**src/shared/asrc_map.svh**
```systemverilog
// constants for the converter sequence control block: offsets, fields, resets
// assumes a 32-bit wishbone slave with word-aligned registers
`ifndef ASRC_MAP_SVH
`define ASRC_MAP_SVH
// register indices (byte address is four times the index)
`define ASRC_IDX_CTRL      4'h3
`define ASRC_IDX_STATUS    4'h8
`define ASRC_IDX_START     4'h5
`define ASRC_IDX_CCF       4'h9
`define ASRC_IDX_IRQ_STAT  4'hA
`define ASRC_IDX_IRQ_EN    4'hB
`define ASRC_IDX_IRQ_CLR   4'hC
`define ASRC_IDX_RESULT0   4'h0
`define ASRC_IDX_OTHER_LO  4'h0
`define ASRC_IDX_OTHER_HI  4'h6
// control field positions
`define ASRC_LEN_MSB       6
`define ASRC_LEN_LSB       3
`define ASRC_WRAP_BIT      2
`define ASRC_BRK_MSB       1
`define ASRC_BRK_LSB       0
`define ASRC_CTRL_RESET    8'h20
`define ASRC_CTRL_MASK     8'h7F
// interrupt status bits
`define ASRC_IRQ_SEQ_DONE  0
`define ASRC_IRQ_CONV_DONE 1
`define ASRC_IRQ_ABORT     2
`endif

```
**src/shared/asrc_pkg.sv**
```systemverilog
// types for the converter sequence control block
// assumes asrc_map.svh supplies the numeric constants
package asrc_pkg;
    typedef enum logic [3:0] {
        ASRC_IDLE   = 4'b0001,
        ASRC_CONV   = 4'b0010,
        ASRC_FROZEN = 4'b0100,
        ASRC_FINISH = 4'b1000
    } asrc_state_t;

    typedef struct packed {
        asrc_state_t state;
        logic [6:0]  ctrl;
        logic [2:0]  cnt;
        logic [3:0]  done_in_seq;
        logic        scan;
        logic        start_pend;
        logic [7:0]  ccf;
        logic [2:0]  irq_stat;
        logic [2:0]  irq_en;
        logic        irq;
        logic        ack;
        logic [31:0] dat;
        logic        conv_start;
        logic        conv_abort;
    } asrc_regs_t;
endpackage

```
**src/logic/asrc_seq_ctrl.sv**
```systemverilog
// sequence, result placement and freeze control of the converter
// assumes a converter core that starts on conv_start_o and reports conv_done_i
// Function
// - any control register write aborts the running sequence; only a start register write starts a new one
// - length field resets to four conversions
// - length field decode, top bit or zero low bits mean eight
// - fixed placement puts the nth result in the nth register
// - wrapping placement keeps the counter across the sequences of a continuous scan
// - in wrapping placement the pointer wraps from last to first register
// - current conversion counter is readable in the status register
// - abort or any converter control write clears the counter
// - one completion flag per result register, set on new result
// - breakpoint field selects continue, reserved, finish-then-stop, stop at once
// - finish-then-stop lets the running conversion store before halting
//
// Decided for this implementation: the Wishbone slave port.
`include "asrc_map.svh"
module asrc_seq_ctrl
    import asrc_pkg::*;
(
    input  wire logic        clk_i,        // 250 MHz bus clock
    input  wire logic        rst_i,        // synchronous reset, active high
    input  wire logic        cyc_i,        // wishbone cycle
    input  wire logic        stb_i,        // wishbone strobe
    input  wire logic        we_i,         // wishbone write
    input  wire logic [5:0]  adr_i,        // wishbone byte address
    input  wire logic [3:0]  sel_i,        // wishbone byte enables
    input  wire logic [31:0] dat_i,        // wishbone write data
    output logic      [31:0] dat_o,        // wishbone read data
    output logic             ack_o,        // wishbone acknowledge
    input  wire logic        freeze_i,     // debug breakpoint level
    input  wire logic        conv_done_i,  // core finished one conversion, pulse
    input  wire logic        ccf_clr_i,    // unit clears flags, one bit per result
    input  wire logic [7:0]  ccf_clr_mask_i, // which flags to clear
    output logic             conv_start_o, // start a conversion, pulse
    output logic             conv_abort_o, // abort core conversion, pulse
    output logic      [2:0]  result_idx_o, // result register to receive result
    output logic      [7:0]  ccf_o,        // completion flags
    output logic             irq_o         // level interrupt
);
    // ****************************************************************
    // decode and state
    // ****************************************************************
    asrc_regs_t   r_ff;
    asrc_regs_t   nxt_r;
    logic [3:0]   seq_len;
    logic [3:0]   idx;
    logic         wr;
    logic         rd;
    logic         lane0;
    logic         conv_ctrl_wr;
    logic [1:0]   brk;
    logic         wrap_mode;

    asrc_len_decode u_len (
        .len_field_i (r_ff.ctrl[`ASRC_LEN_MSB:`ASRC_LEN_LSB]),
        .len_o       (seq_len)
    );

    // bus qualifiers; ack drops the cycle after it is given
    assign idx          = adr_i[5:2];
    assign wr           = cyc_i && stb_i && we_i && !r_ff.ack;
    assign rd           = cyc_i && stb_i && !we_i && !r_ff.ack;
    assign lane0        = sel_i[0];
    // control registers occupy indices 0 to 5; only a byte-0 write counts
    assign conv_ctrl_wr = wr && lane0 && (idx <= `ASRC_IDX_START);
    assign brk          = r_ff.ctrl[`ASRC_BRK_MSB:`ASRC_BRK_LSB];
    assign wrap_mode    = r_ff.ctrl[`ASRC_WRAP_BIT];

    // ****************************************************************
    // next-state logic
    // ****************************************************************
    always_comb begin
        logic       ev_seq;
        logic       ev_conv;
        logic       ev_abort;
        logic [2:0] clr;
        logic       last;
        ev_seq   = 1'b0;
        ev_conv  = 1'b0;
        ev_abort = 1'b0;
        clr      = 3'h0;
        last     = 1'b0;
        nxt_r    = r_ff;
        nxt_r.ack        = 1'b0;
        nxt_r.conv_start = 1'b0;
        nxt_r.conv_abort = 1'b0;

        // converter sequencing
        case (r_ff.state)
            ASRC_IDLE: begin
                if (r_ff.start_pend && !(freeze_i && brk[1])) begin
                    nxt_r.start_pend = 1'b0;
                    nxt_r.conv_start = 1'b1;
                    nxt_r.state      = ASRC_CONV;
                end
            end
            ASRC_CONV: begin
                if (conv_done_i) begin
                    ev_conv = 1'b1;
                    // store result, raise its flag, advance counter
                    nxt_r.ccf[r_ff.cnt] = 1'b1;
                    nxt_r.cnt = r_ff.cnt + 3'h1;
                    last = (r_ff.done_in_seq + 4'h1 >= seq_len);
                    nxt_r.done_in_seq = r_ff.done_in_seq + 4'h1;
                    if (last) begin
                        ev_seq = 1'b1;
                        nxt_r.done_in_seq = 4'h0;
                        if (!wrap_mode) begin
                            nxt_r.cnt = 3'h0;
                        end                                  // else keep counting
                    end
                    if (last && !r_ff.scan) begin
                        nxt_r.state = ASRC_IDLE;
                    end else if (freeze_i && brk == 2'b10) begin
                        nxt_r.state = ASRC_FROZEN;
                    end else if (freeze_i && brk == 2'b11) begin
                        nxt_r.state = ASRC_FROZEN;
                    end else begin
                        nxt_r.conv_start = 1'b1;
                    end
                end else if (freeze_i && brk == 2'b11) begin
                    // stop at once: core holds its partial state
                    nxt_r.state = ASRC_FINISH;
                end else if (freeze_i && brk == 2'b10) begin
                    nxt_r.state = ASRC_CONV;                 // finish first
                end
            end
            ASRC_FINISH: begin
                // immediate freeze holding a partial conversion
                if (!freeze_i || brk != 2'b11) begin
                    nxt_r.state = ASRC_CONV;
                end
            end
            ASRC_FROZEN: begin
                if (!freeze_i || !brk[1]) begin              // 00/01 continue
                    nxt_r.conv_start = 1'b1;
                    nxt_r.state      = ASRC_CONV;
                end
            end
            default: begin
                nxt_r.state = ASRC_IDLE;
            end
        endcase

        // any converter control write aborts and clears the counter
        if (conv_ctrl_wr) begin
            if (r_ff.state != ASRC_IDLE) begin
                ev_abort = 1'b1;
                nxt_r.conv_abort = 1'b1;
            end
            nxt_r.state       = ASRC_IDLE;
            nxt_r.conv_start  = 1'b0;
            nxt_r.start_pend  = 1'b0;
            nxt_r.cnt         = 3'h0;
            nxt_r.done_in_seq = 4'h0;
            if (idx == `ASRC_IDX_CTRL) begin
                nxt_r.ctrl = dat_i[6:0];
            end
            if (idx == `ASRC_IDX_START) begin
                // start register: bit 5 selects continuous scan
                nxt_r.scan       = dat_i[5];
                nxt_r.start_pend = 1'b1;
            end
        end

        // completion flags: new result wins over a clear
        if (ccf_clr_i) begin
            nxt_r.ccf = nxt_r.ccf & ~ccf_clr_mask_i;
            if (ev_conv) begin
                nxt_r.ccf[r_ff.cnt] = 1'b1;
            end
        end

        // interrupt status: set wins over clear
        if (wr && lane0 && idx == `ASRC_IDX_IRQ_CLR) begin
            clr = dat_i[2:0];
        end
        nxt_r.irq_stat = (r_ff.irq_stat & ~clr)
                       | {ev_abort, ev_conv, ev_seq};
        if (wr && lane0 && idx == `ASRC_IDX_IRQ_EN) begin
            nxt_r.irq_en = dat_i[2:0];
        end
        nxt_r.irq = |(nxt_r.irq_stat & nxt_r.irq_en);

        // bus answer one cycle after the request
        if ((wr || rd) && !r_ff.ack) begin
            nxt_r.ack = 1'b1;
            nxt_r.dat = 32'h0000_0000;
            if (rd) begin
                case (idx)
                    `ASRC_IDX_CTRL:     nxt_r.dat = {25'h0, r_ff.ctrl};
                    `ASRC_IDX_STATUS:   nxt_r.dat = {29'h0, r_ff.cnt};
                    `ASRC_IDX_CCF:      nxt_r.dat = {24'h0, r_ff.ccf};
                    `ASRC_IDX_IRQ_STAT: nxt_r.dat = {29'h0, r_ff.irq_stat};
                    `ASRC_IDX_IRQ_EN:   nxt_r.dat = {29'h0, r_ff.irq_en};
                    default:            nxt_r.dat = 32'h0000_0000;
                endcase
            end
        end
    end

    // ****************************************************************
    // state register
    // ****************************************************************
    always_ff @(posedge clk_i) begin
        if (rst_i) begin
            r_ff <= '{state: ASRC_IDLE, ctrl: 7'h20, default: '0};
        end else begin
            r_ff <= nxt_r;
        end
    end

    // outputs straight from flops
    assign dat_o        = r_ff.dat;
    assign ack_o        = r_ff.ack;
    assign conv_start_o = r_ff.conv_start;
    assign conv_abort_o = r_ff.conv_abort;
    assign result_idx_o = r_ff.cnt;
    assign ccf_o        = r_ff.ccf;
    assign irq_o        = r_ff.irq;
endmodule // asrc_seq_ctrl

```
**src/logic/asrc_len_decode.sv**
```systemverilog
// length decoder for the sequence length field
// assumes the four-bit field as stored in the control register
module asrc_len_decode
    import asrc_pkg::*;
(
    input  wire logic [3:0] len_field_i, // stored length field
    output logic      [3:0] len_o        // conversions per sequence, 1 to 8
);
    // top bit forces eight; zero in the low bits also means eight
    always_comb begin
        if (len_field_i[3] || (len_field_i[2:0] == 3'h0)) begin
            len_o = 4'h8;
        end else begin
            len_o = {1'b0, len_field_i[2:0]};
        end
    end
endmodule // asrc_len_decode

```
**config.mk**
```make
export PLATFORM = sky130hd
export DESIGN_NAME = asrc_seq_ctrl
export DESIGN_NICKNAME = d
export VERILOG_FILES = /design/src/shared/asrc_pkg.sv /design/src/logic/asrc_seq_ctrl.sv /design/src/logic/asrc_len_decode.sv
export VERILOG_INCLUDE_DIRS = /design/src /design/src/shared
export SDC_FILE = /design/constraint.sdc
export NUM_CORES = 1
export LEC_CHECK = 0
export ABC_AREA = 1
export BUFFER_PORTS_ARGS = -buffer_cell sky130_fd_sc_hd__buf_2
export CORE_MARGIN = 1.5
export CORE_UTILIZATION = 44
export DETAILED_ROUTE_END_ITERATION = 6
export GPL_TIMING_DRIVEN = 1
export PLACE_DENSITY_LB_ADDON = 0.05
export REMOVE_ABC_BUFFERS = 1
export SETUP_SLACK_MARGIN = 0.5
export SKIP_CTS_REPAIR_TIMING = 1
export SYNTH_ARGS = -nofsm -noshare
export SYNTH_HDL_FRONTEND = slang
export SYNTH_SLANG_ARGS = --single-unit
export TNS_END_PERCENT = 1
```
**constraint.sdc**
```tcl
create_clock -name clk_i -period 1.8 [get_ports clk_i]
set_input_delay 0.27 -clock clk_i [delete_from_list [all_inputs] [get_ports clk_i]]
set_output_delay 0.27 -clock clk_i [all_outputs]
set_load 0.01 [all_outputs]
```
## Word level (Yosys, flattened, before mapping)

Cells that the tools add are included.

| word-level totals | value |
|---|---|
| register bits after elaboration | 70 |
| output and inout port bits | 47 |
| bits of input ports | 58 |
| logic and storage cells | 128 |

| operators by class | value |
|---|---|
| equality and inequality tests | 20 |
| add/sub/neg operators | 2 |
| bitwise gates (word level) | 9 |
| reduce and logical (&&, ||, !) cells | 37 |
| $lt $le $gt $ge | 4 |
| mux-type cells | 42 |

Operator list:

| cell | count |
|---|---|
| 4-bit 2-to-1 mux | 10 |
| 8-bit 2-to-1 mux | 5 |
| 8-bit case mux with 5 select lines | 1 |
| 33-bit 2-to-1 mux | 1 |
| 4-bit equality test, second input constant | 6 |
| 1-bit 2-to-1 mux | 18 |
| 1-bit logical AND | 16 |
| 8-bit OR | 2 |
| 4-bit case mux with 4 select lines | 1 |
| 3-bit 2-to-1 mux | 3 |
| 8-bit bitwise AND | 1 |
| 4-bit by 2-bit equality test with 1-bit output, second input constant | 2 |
| 4-bit by 3-bit equality test with 1-bit output, second input constant | 2 |
| 2-bit != test, second input constant | 4 |
| 4-bit != test, second input constant | 2 |
| 8-bit inverter | 1 |
| 2-bit AND reduction | 4 |
| 7-bit 2-to-1 mux | 1 |
| 3-bit bitwise AND | 2 |
| 1-bit logical NOT | 6 |
| 5-bit AND reduction | 1 |
| 4-bit by 1-bit adder with 4-bit output, second input constant | 1 |
| 2-bit equality test, second input constant | 2 |
| 4-bit by 1-bit equality test with 1-bit output, second input constant | 1 |
| other kinds (16) | 21 |

## Depth between registers and ports, before layout

| depth | value |
|---|---|
| word-level depth | 11 |
| gate-level depth with buffers | 13 |
| gate-level depth less buffers | 13 |

## Modules after synthesis

Synthesis repeated with hierarchy kept, for this count alone.

| second synthesis, totals | value |
|---|---|
| cell total of the unflattened synthesis | 376 |
| area, all modules | 2688.8 µm² |

By module, submodules not included:

| module | cells an instance | area an instance (µm²) | times used |
|---|---|---|---|
| asrc_seq_ctrl | 366 | 2648.8 | 1 |
| asrc_len_decode | 10 | 40.0 | 1 |

## Worst setup path before layout

No wires, ideal clock.

| timing path | value |
|---|---|
| path type | reg2reg |
| start point | reg r_ff[52] (netlist name) |
| end point | reg r_ff[68] (netlist name) |
| period minus slack after synthesis | 1.726 ns |
| library setup time | 0.115 ns |
| setup slack | 0.074 ns |
| data required time | 1.685 ns |
| cell stages (with the launch flop) | 12 |
| data arrival time | 1.611 ns |
| cell sequence | dfxtp_1 ha_1 xor2_1 ha_1 nand2_1 inv_1 nand2_1 nand3_1 nand3_1 nand2_1 a21oi_1 nor2_1 |

| between the ends | value |
|---|---|
| word-level cells in the longest chain between the ends | 6 |

Ends and longest elaborated chain:

| element | RTL line | source |
|---|---|---|
| from (decl) | asrc_seq_ctrl.sv:44 | `asrc_regs_t r_ff;` |
| from (signal assigned) | asrc_seq_ctrl.sv:210 | `r_ff <= nxt_r;` |
| 4-bit by 1-bit adder with 4-bit output (*) | asrc_seq_ctrl.sv:104 | `last = (r_ff.done_in_seq + 4'h1 >= seq_len);` |
| 4-bit greater-or-equal comparator (*) | asrc_seq_ctrl.sv:104 |  |
| 1-bit logical AND (*) | asrc_seq_ctrl.sv:113 | `if (last && !r_ff.scan) begin` |
| 4-bit 2-to-1 mux | asrc_seq_ctrl.sv:113 |  |
| 4-bit 2-to-1 mux | asrc_seq_ctrl.sv:99 | `if (conv_done_i) begin` |
| 4-bit case mux with 4 select lines | asrc_seq_ctrl.sv:90 | `case (r_ff.state)` |

Mark *: on every way between the ends. The rest lies on a longest branch, timed or not.
A chain may end at the register's enable or synchronous reset.

## Worst setup path in the final report

| timing path | value |
|---|---|
| start point | reg r_ff[53] (netlist name) |
| end point | reg r_ff[67] (netlist name) |

The elaborated chain is that of the path after synthesis.

==> results.md <==
- Most common cell in the netlist: sky130_fd_sc_hd__nand2_1
- Routability congestion estimate: 0.8117
- Arrival time at the worst endpoint: 1.98 ns
- R2r setup slk: 0.03 ns
- Share of Yosys cell area claimed by the top area cell type: 0.3472
- Reg2reg end: r_ff[67]
- Final design utilization: 0.5349
- Leading post-synthesis cells by instance count: 101 x sky130_fd_sc_hd__nand2_1, 46 x sky130_fd_sc_hd__dfxtp_1, 44 x sky130_fd_sc_hd__buf_4
- Startpoint of the worst register-to-register path: r_ff[53]
- N_diodes: 0
- Required time at the worst-slack endpoint: about 2 ns
- Met1 routing resource usage after global routing: 0.2505
- Height of the die: 80.65 µm
- Crit path max-delay family: simple AND/OR/NAND/NOR gates
- Run status: finished, final reports clean
- Worst path cell trace: ha_4 -> xor2_2 -> ha_1 -> nand2_1 -> inv_1 -> nand2_2 -> nand3_4 -> nand3_2 -> nand2_2 -> nand3_1 -> nand2_1 -> inv_1
- Global-route wire length before repair: 9404 µm
- TritonRoute pass-1 iters: 4
- Worst Reg-to-Reg Cells: 12
- Number of buffer and inverter stages on the critical path: 2
- Worst Setup Start Kind: flop
- PortBufs: 50
- Max-cap violations: 0
- Clock-pin slew of the registers on the worst-case setup and hold paths: 0.09 ns
- Post-layout minimum cycle time: 1.768 ns
- Antenna violations before repair: 0
- EDFF count, synth: 0
- Initial core utilization: 0.4507
- WL/cell: around 12 µm
- Pin count of the biggest net entering global routing: 30
- Core outline area: 5886 µm²
- Root Driver: sky130_fd_sc_hd__clkbuf_8
- Startpoint-to-endpoint class of the critical path: reg -> reg
- Number of cells on the worst hold path: 3
- Standard-cell row count: 28
- Worst clock skew: 0.003353 ns
- Dominant cells by area after synthesis: sky130_fd_sc_hd__dfxtp_1 35%, sky130_fd_sc_hd__nand2_1 14%, sky130_fd_sc_hd__buf_4 12%
- Post-route clock period utilization: 0.9824
- Number of standard cells in the layout, taps in and fillers out: 496
- I/O pin count: between 100 and 150
- Drt via density: roughly 4.7
- Horiz. Die Dim: 80.65 µm
- Min-Delay Endpoint: r_ff[64]
- Worst voltage drop across the vdd grid: 0.5153 mV
- TritonCTS clock tree: yes
- Global route hottest layer: met2
- DP HPWL: 4490 µm
- Layout-stage area growth over the synthesis result: 18.68%
- Total clock buffers created by CTS: 5
- Final hold slack: 0.2341 ns
- Final-stage net count: between 400 and 500
- Crit path launch: r_ff[53]
- Aggregate global-route resource usage: 0.1884
- Final Hold Viols: 0
- Fill cell count: 613
- Number of global-route vias before repair: 2069
- Worst-path cell with the longest stage delay: sky130_fd_sc_hd__dfxtp_4
- Total power divided by cell area: about 800 nW/µm²
- GR Util met3: 0.03977
- Cell total after placement: 486
- Total power after layout: between 2000 and 3000 µW
- Proportion of synthesized flip-flops having asynchronous set or reset: 0
- Die Area: 6504 µm²
- Final antenna-violating net count: 0
- Number of vias in the routed layout: 2316
- Min-Delay Path Class: in -> reg
- Clock network latency to the later pin of the worst-skew pair: 0.30 ns
- Residual DRC: 0
- Gate count of the mapped netlist: 377
- CTS Buffer Depth: 2
- Post-Route WL: a little under 6000 µm
- Register bit count reported by yosys: 46
- Most area-hungry cell type in the Yosys netlist: sky130_fd_sc_hd__dfxtp_1
- DRT iter0 DRCs: 75
- Fraction of final layout cells sized beyond drive strength 1: 0.2969
- Cell Area, Synth: 2653 µm²
- Maximum net fanout on the critical path: 6
- Overflow left after global routing: 0
- Final setup viols: 0
- Sequential fraction of the synthesis area: 0.3472
- Clk sinks: 46
- Crit-path max cell delay: around 0.37 ns
- Number of warnings printed during yosys synthesis: 0
- Global-route met2 utilization: 0.3059
- Worst hold start: dat_i[5]
- Count of pins over their slew limit: 0
- Leakage dissipation: about 0.0015 µW
- Unrepaired setup endpoints after global routing: yes
- Maximum clock frequency: 0.5655 GHz
- Kind of end point of the critical path: flop
- Number of library cell types mapped by synthesis: 34
- Clock H-tree levels: 2
- Syn avg cell area: 7.036 µm²
- Most used DFF post-synth: sky130_fd_sc_hd__dfxtp_1
layout by cell type, fill, tap and decap left out, types with 2 or more instances in the layout:
cell type and n:
sky130_fd_sc_hd__o21ai_0 9, sky130_fd_sc_hd__nor2_4 10, sky130_fd_sc_hd__nand3_4 2, sky130_fd_sc_hd__dfxtp_1 40
sky130_fd_sc_hd__clkbuf_8 6, sky130_fd_sc_hd__nor2_1 24, sky130_fd_sc_hd__nand3_1 21, sky130_fd_sc_hd__nand2_1 94
sky130_fd_sc_hd__a21oi_1 27, sky130_fd_sc_hd__conb_1 24, sky130_fd_sc_hd__dfxtp_2 5, sky130_fd_sc_hd__nand3_2 3
sky130_fd_sc_hd__nor3_1 5, sky130_fd_sc_hd__nand2_2 6, sky130_fd_sc_hd__a211oi_2 5, sky130_fd_sc_hd__inv_1 32
sky130_fd_sc_hd__o21ai_1 3, sky130_fd_sc_hd__bufinv_16 2, sky130_fd_sc_hd__nand2_4 4, sky130_fd_sc_hd__nand4_1 4
sky130_fd_sc_hd__ha_1 5, sky130_fd_sc_hd__buf_2 50, sky130_fd_sc_hd__buf_4 12, sky130_fd_sc_hd__inv_2 5
sky130_fd_sc_hd__nor2_2 2, sky130_fd_sc_hd__a21oi_2 4
state kept, by name (all words and copies together) (netlist names):
name,cells
ack_o,1
result_idx_o,3
irq_o,1
conv_abort_o,1
conv_start_o,1
brk,2
dat_o,8
ccf_o,8
r_ff,21
routing by layer:
| metal | share of wire | up-vias |
|---|---|---|
| li1 | - | 1226 |
| met1 | 0.49 | 1021 |
| met2 | 0.44 | 64 |
| met3 | 0.058 | 5 |
| met4 | 0.011 | 0 |
| met5 | 0 | - |
how the worst max path moves through the flow:
stage                     slack (ns)        to  depth (start not counted)
after floorplan                 0.07  r_ff[68]                         11
after global placement         -0.09     irq_o                         11
after detailed placement       -0.11     irq_o                         11
after CTS                      -0.13     irq_o                         11
after global routing           -0.07  r_ff[68]                         11
final                           0.03  r_ff[67]                         12
per-stage QoR:
stage                     setup TNS, ns  setup WS [ns]  instance area [µm²]
after floorplan                       0        0.07368                 2376
after global placement          -0.3488       -0.09226                 2803
after detailed placement        -0.6450        -0.1116                 2803
after CTS                       -0.9146        -0.1306                 2945
after global routing            -0.3337       -0.07123                 3148
final                                 0        0.03165                 3148
worst reg2reg max path: stages (launching register included):
cell,delay [ns]
sky130_fd_sc_hd__dfxtp_4,0.37
sky130_fd_sc_hd__ha_4,0.16
sky130_fd_sc_hd__xor2_2,0.17
sky130_fd_sc_hd__ha_1,0.30
sky130_fd_sc_hd__nand2_1,0.05
sky130_fd_sc_hd__inv_1,0.06
sky130_fd_sc_hd__nand2_2,0.06
sky130_fd_sc_hd__nand3_4,0.13
sky130_fd_sc_hd__nand3_2,0.10
sky130_fd_sc_hd__nand2_2,0.09
sky130_fd_sc_hd__nand3_1,0.09
sky130_fd_sc_hd__nand2_1,0.07
sky130_fd_sc_hd__inv_1,0.03
power by group:
group          leakage [µW]  total [µW]  switching, µW  internal, µW
logic               0.00103         472            313           158
registers          0.000373        1110           49.1          1060
clock network     0.0000714         950            358           592
final cells by class:
cell class                 instances  area, µm²  share of cell area
multi-input combinational        266       1475              0.4686
sequential                        46      930.9              0.2957
timing repair buffer              63      360.3              0.1145
inverter                          38      145.1             0.04610
tap                               75      93.84             0.02981
clock buffer                       6      82.58             0.02623
clock inverter                     2      60.06             0.01908
cells by family (layout without fill, tap and decap cells):
kind of cell,count (synthesis),after routing,share of synthesized area
AO/OA/AOI/OAI,54,54,0.1222
XOR/XNOR,3,3,0.009907
adder cells (fa/ha/maj),6,6,0.02830
buffers and inverters,88,109,0.1906
flip-flops,46,46,0.3472
other,1,24,0.001414
AND/OR/NAND/NOR,179,179,0.3005
Power figures use the tool's default switching activity.
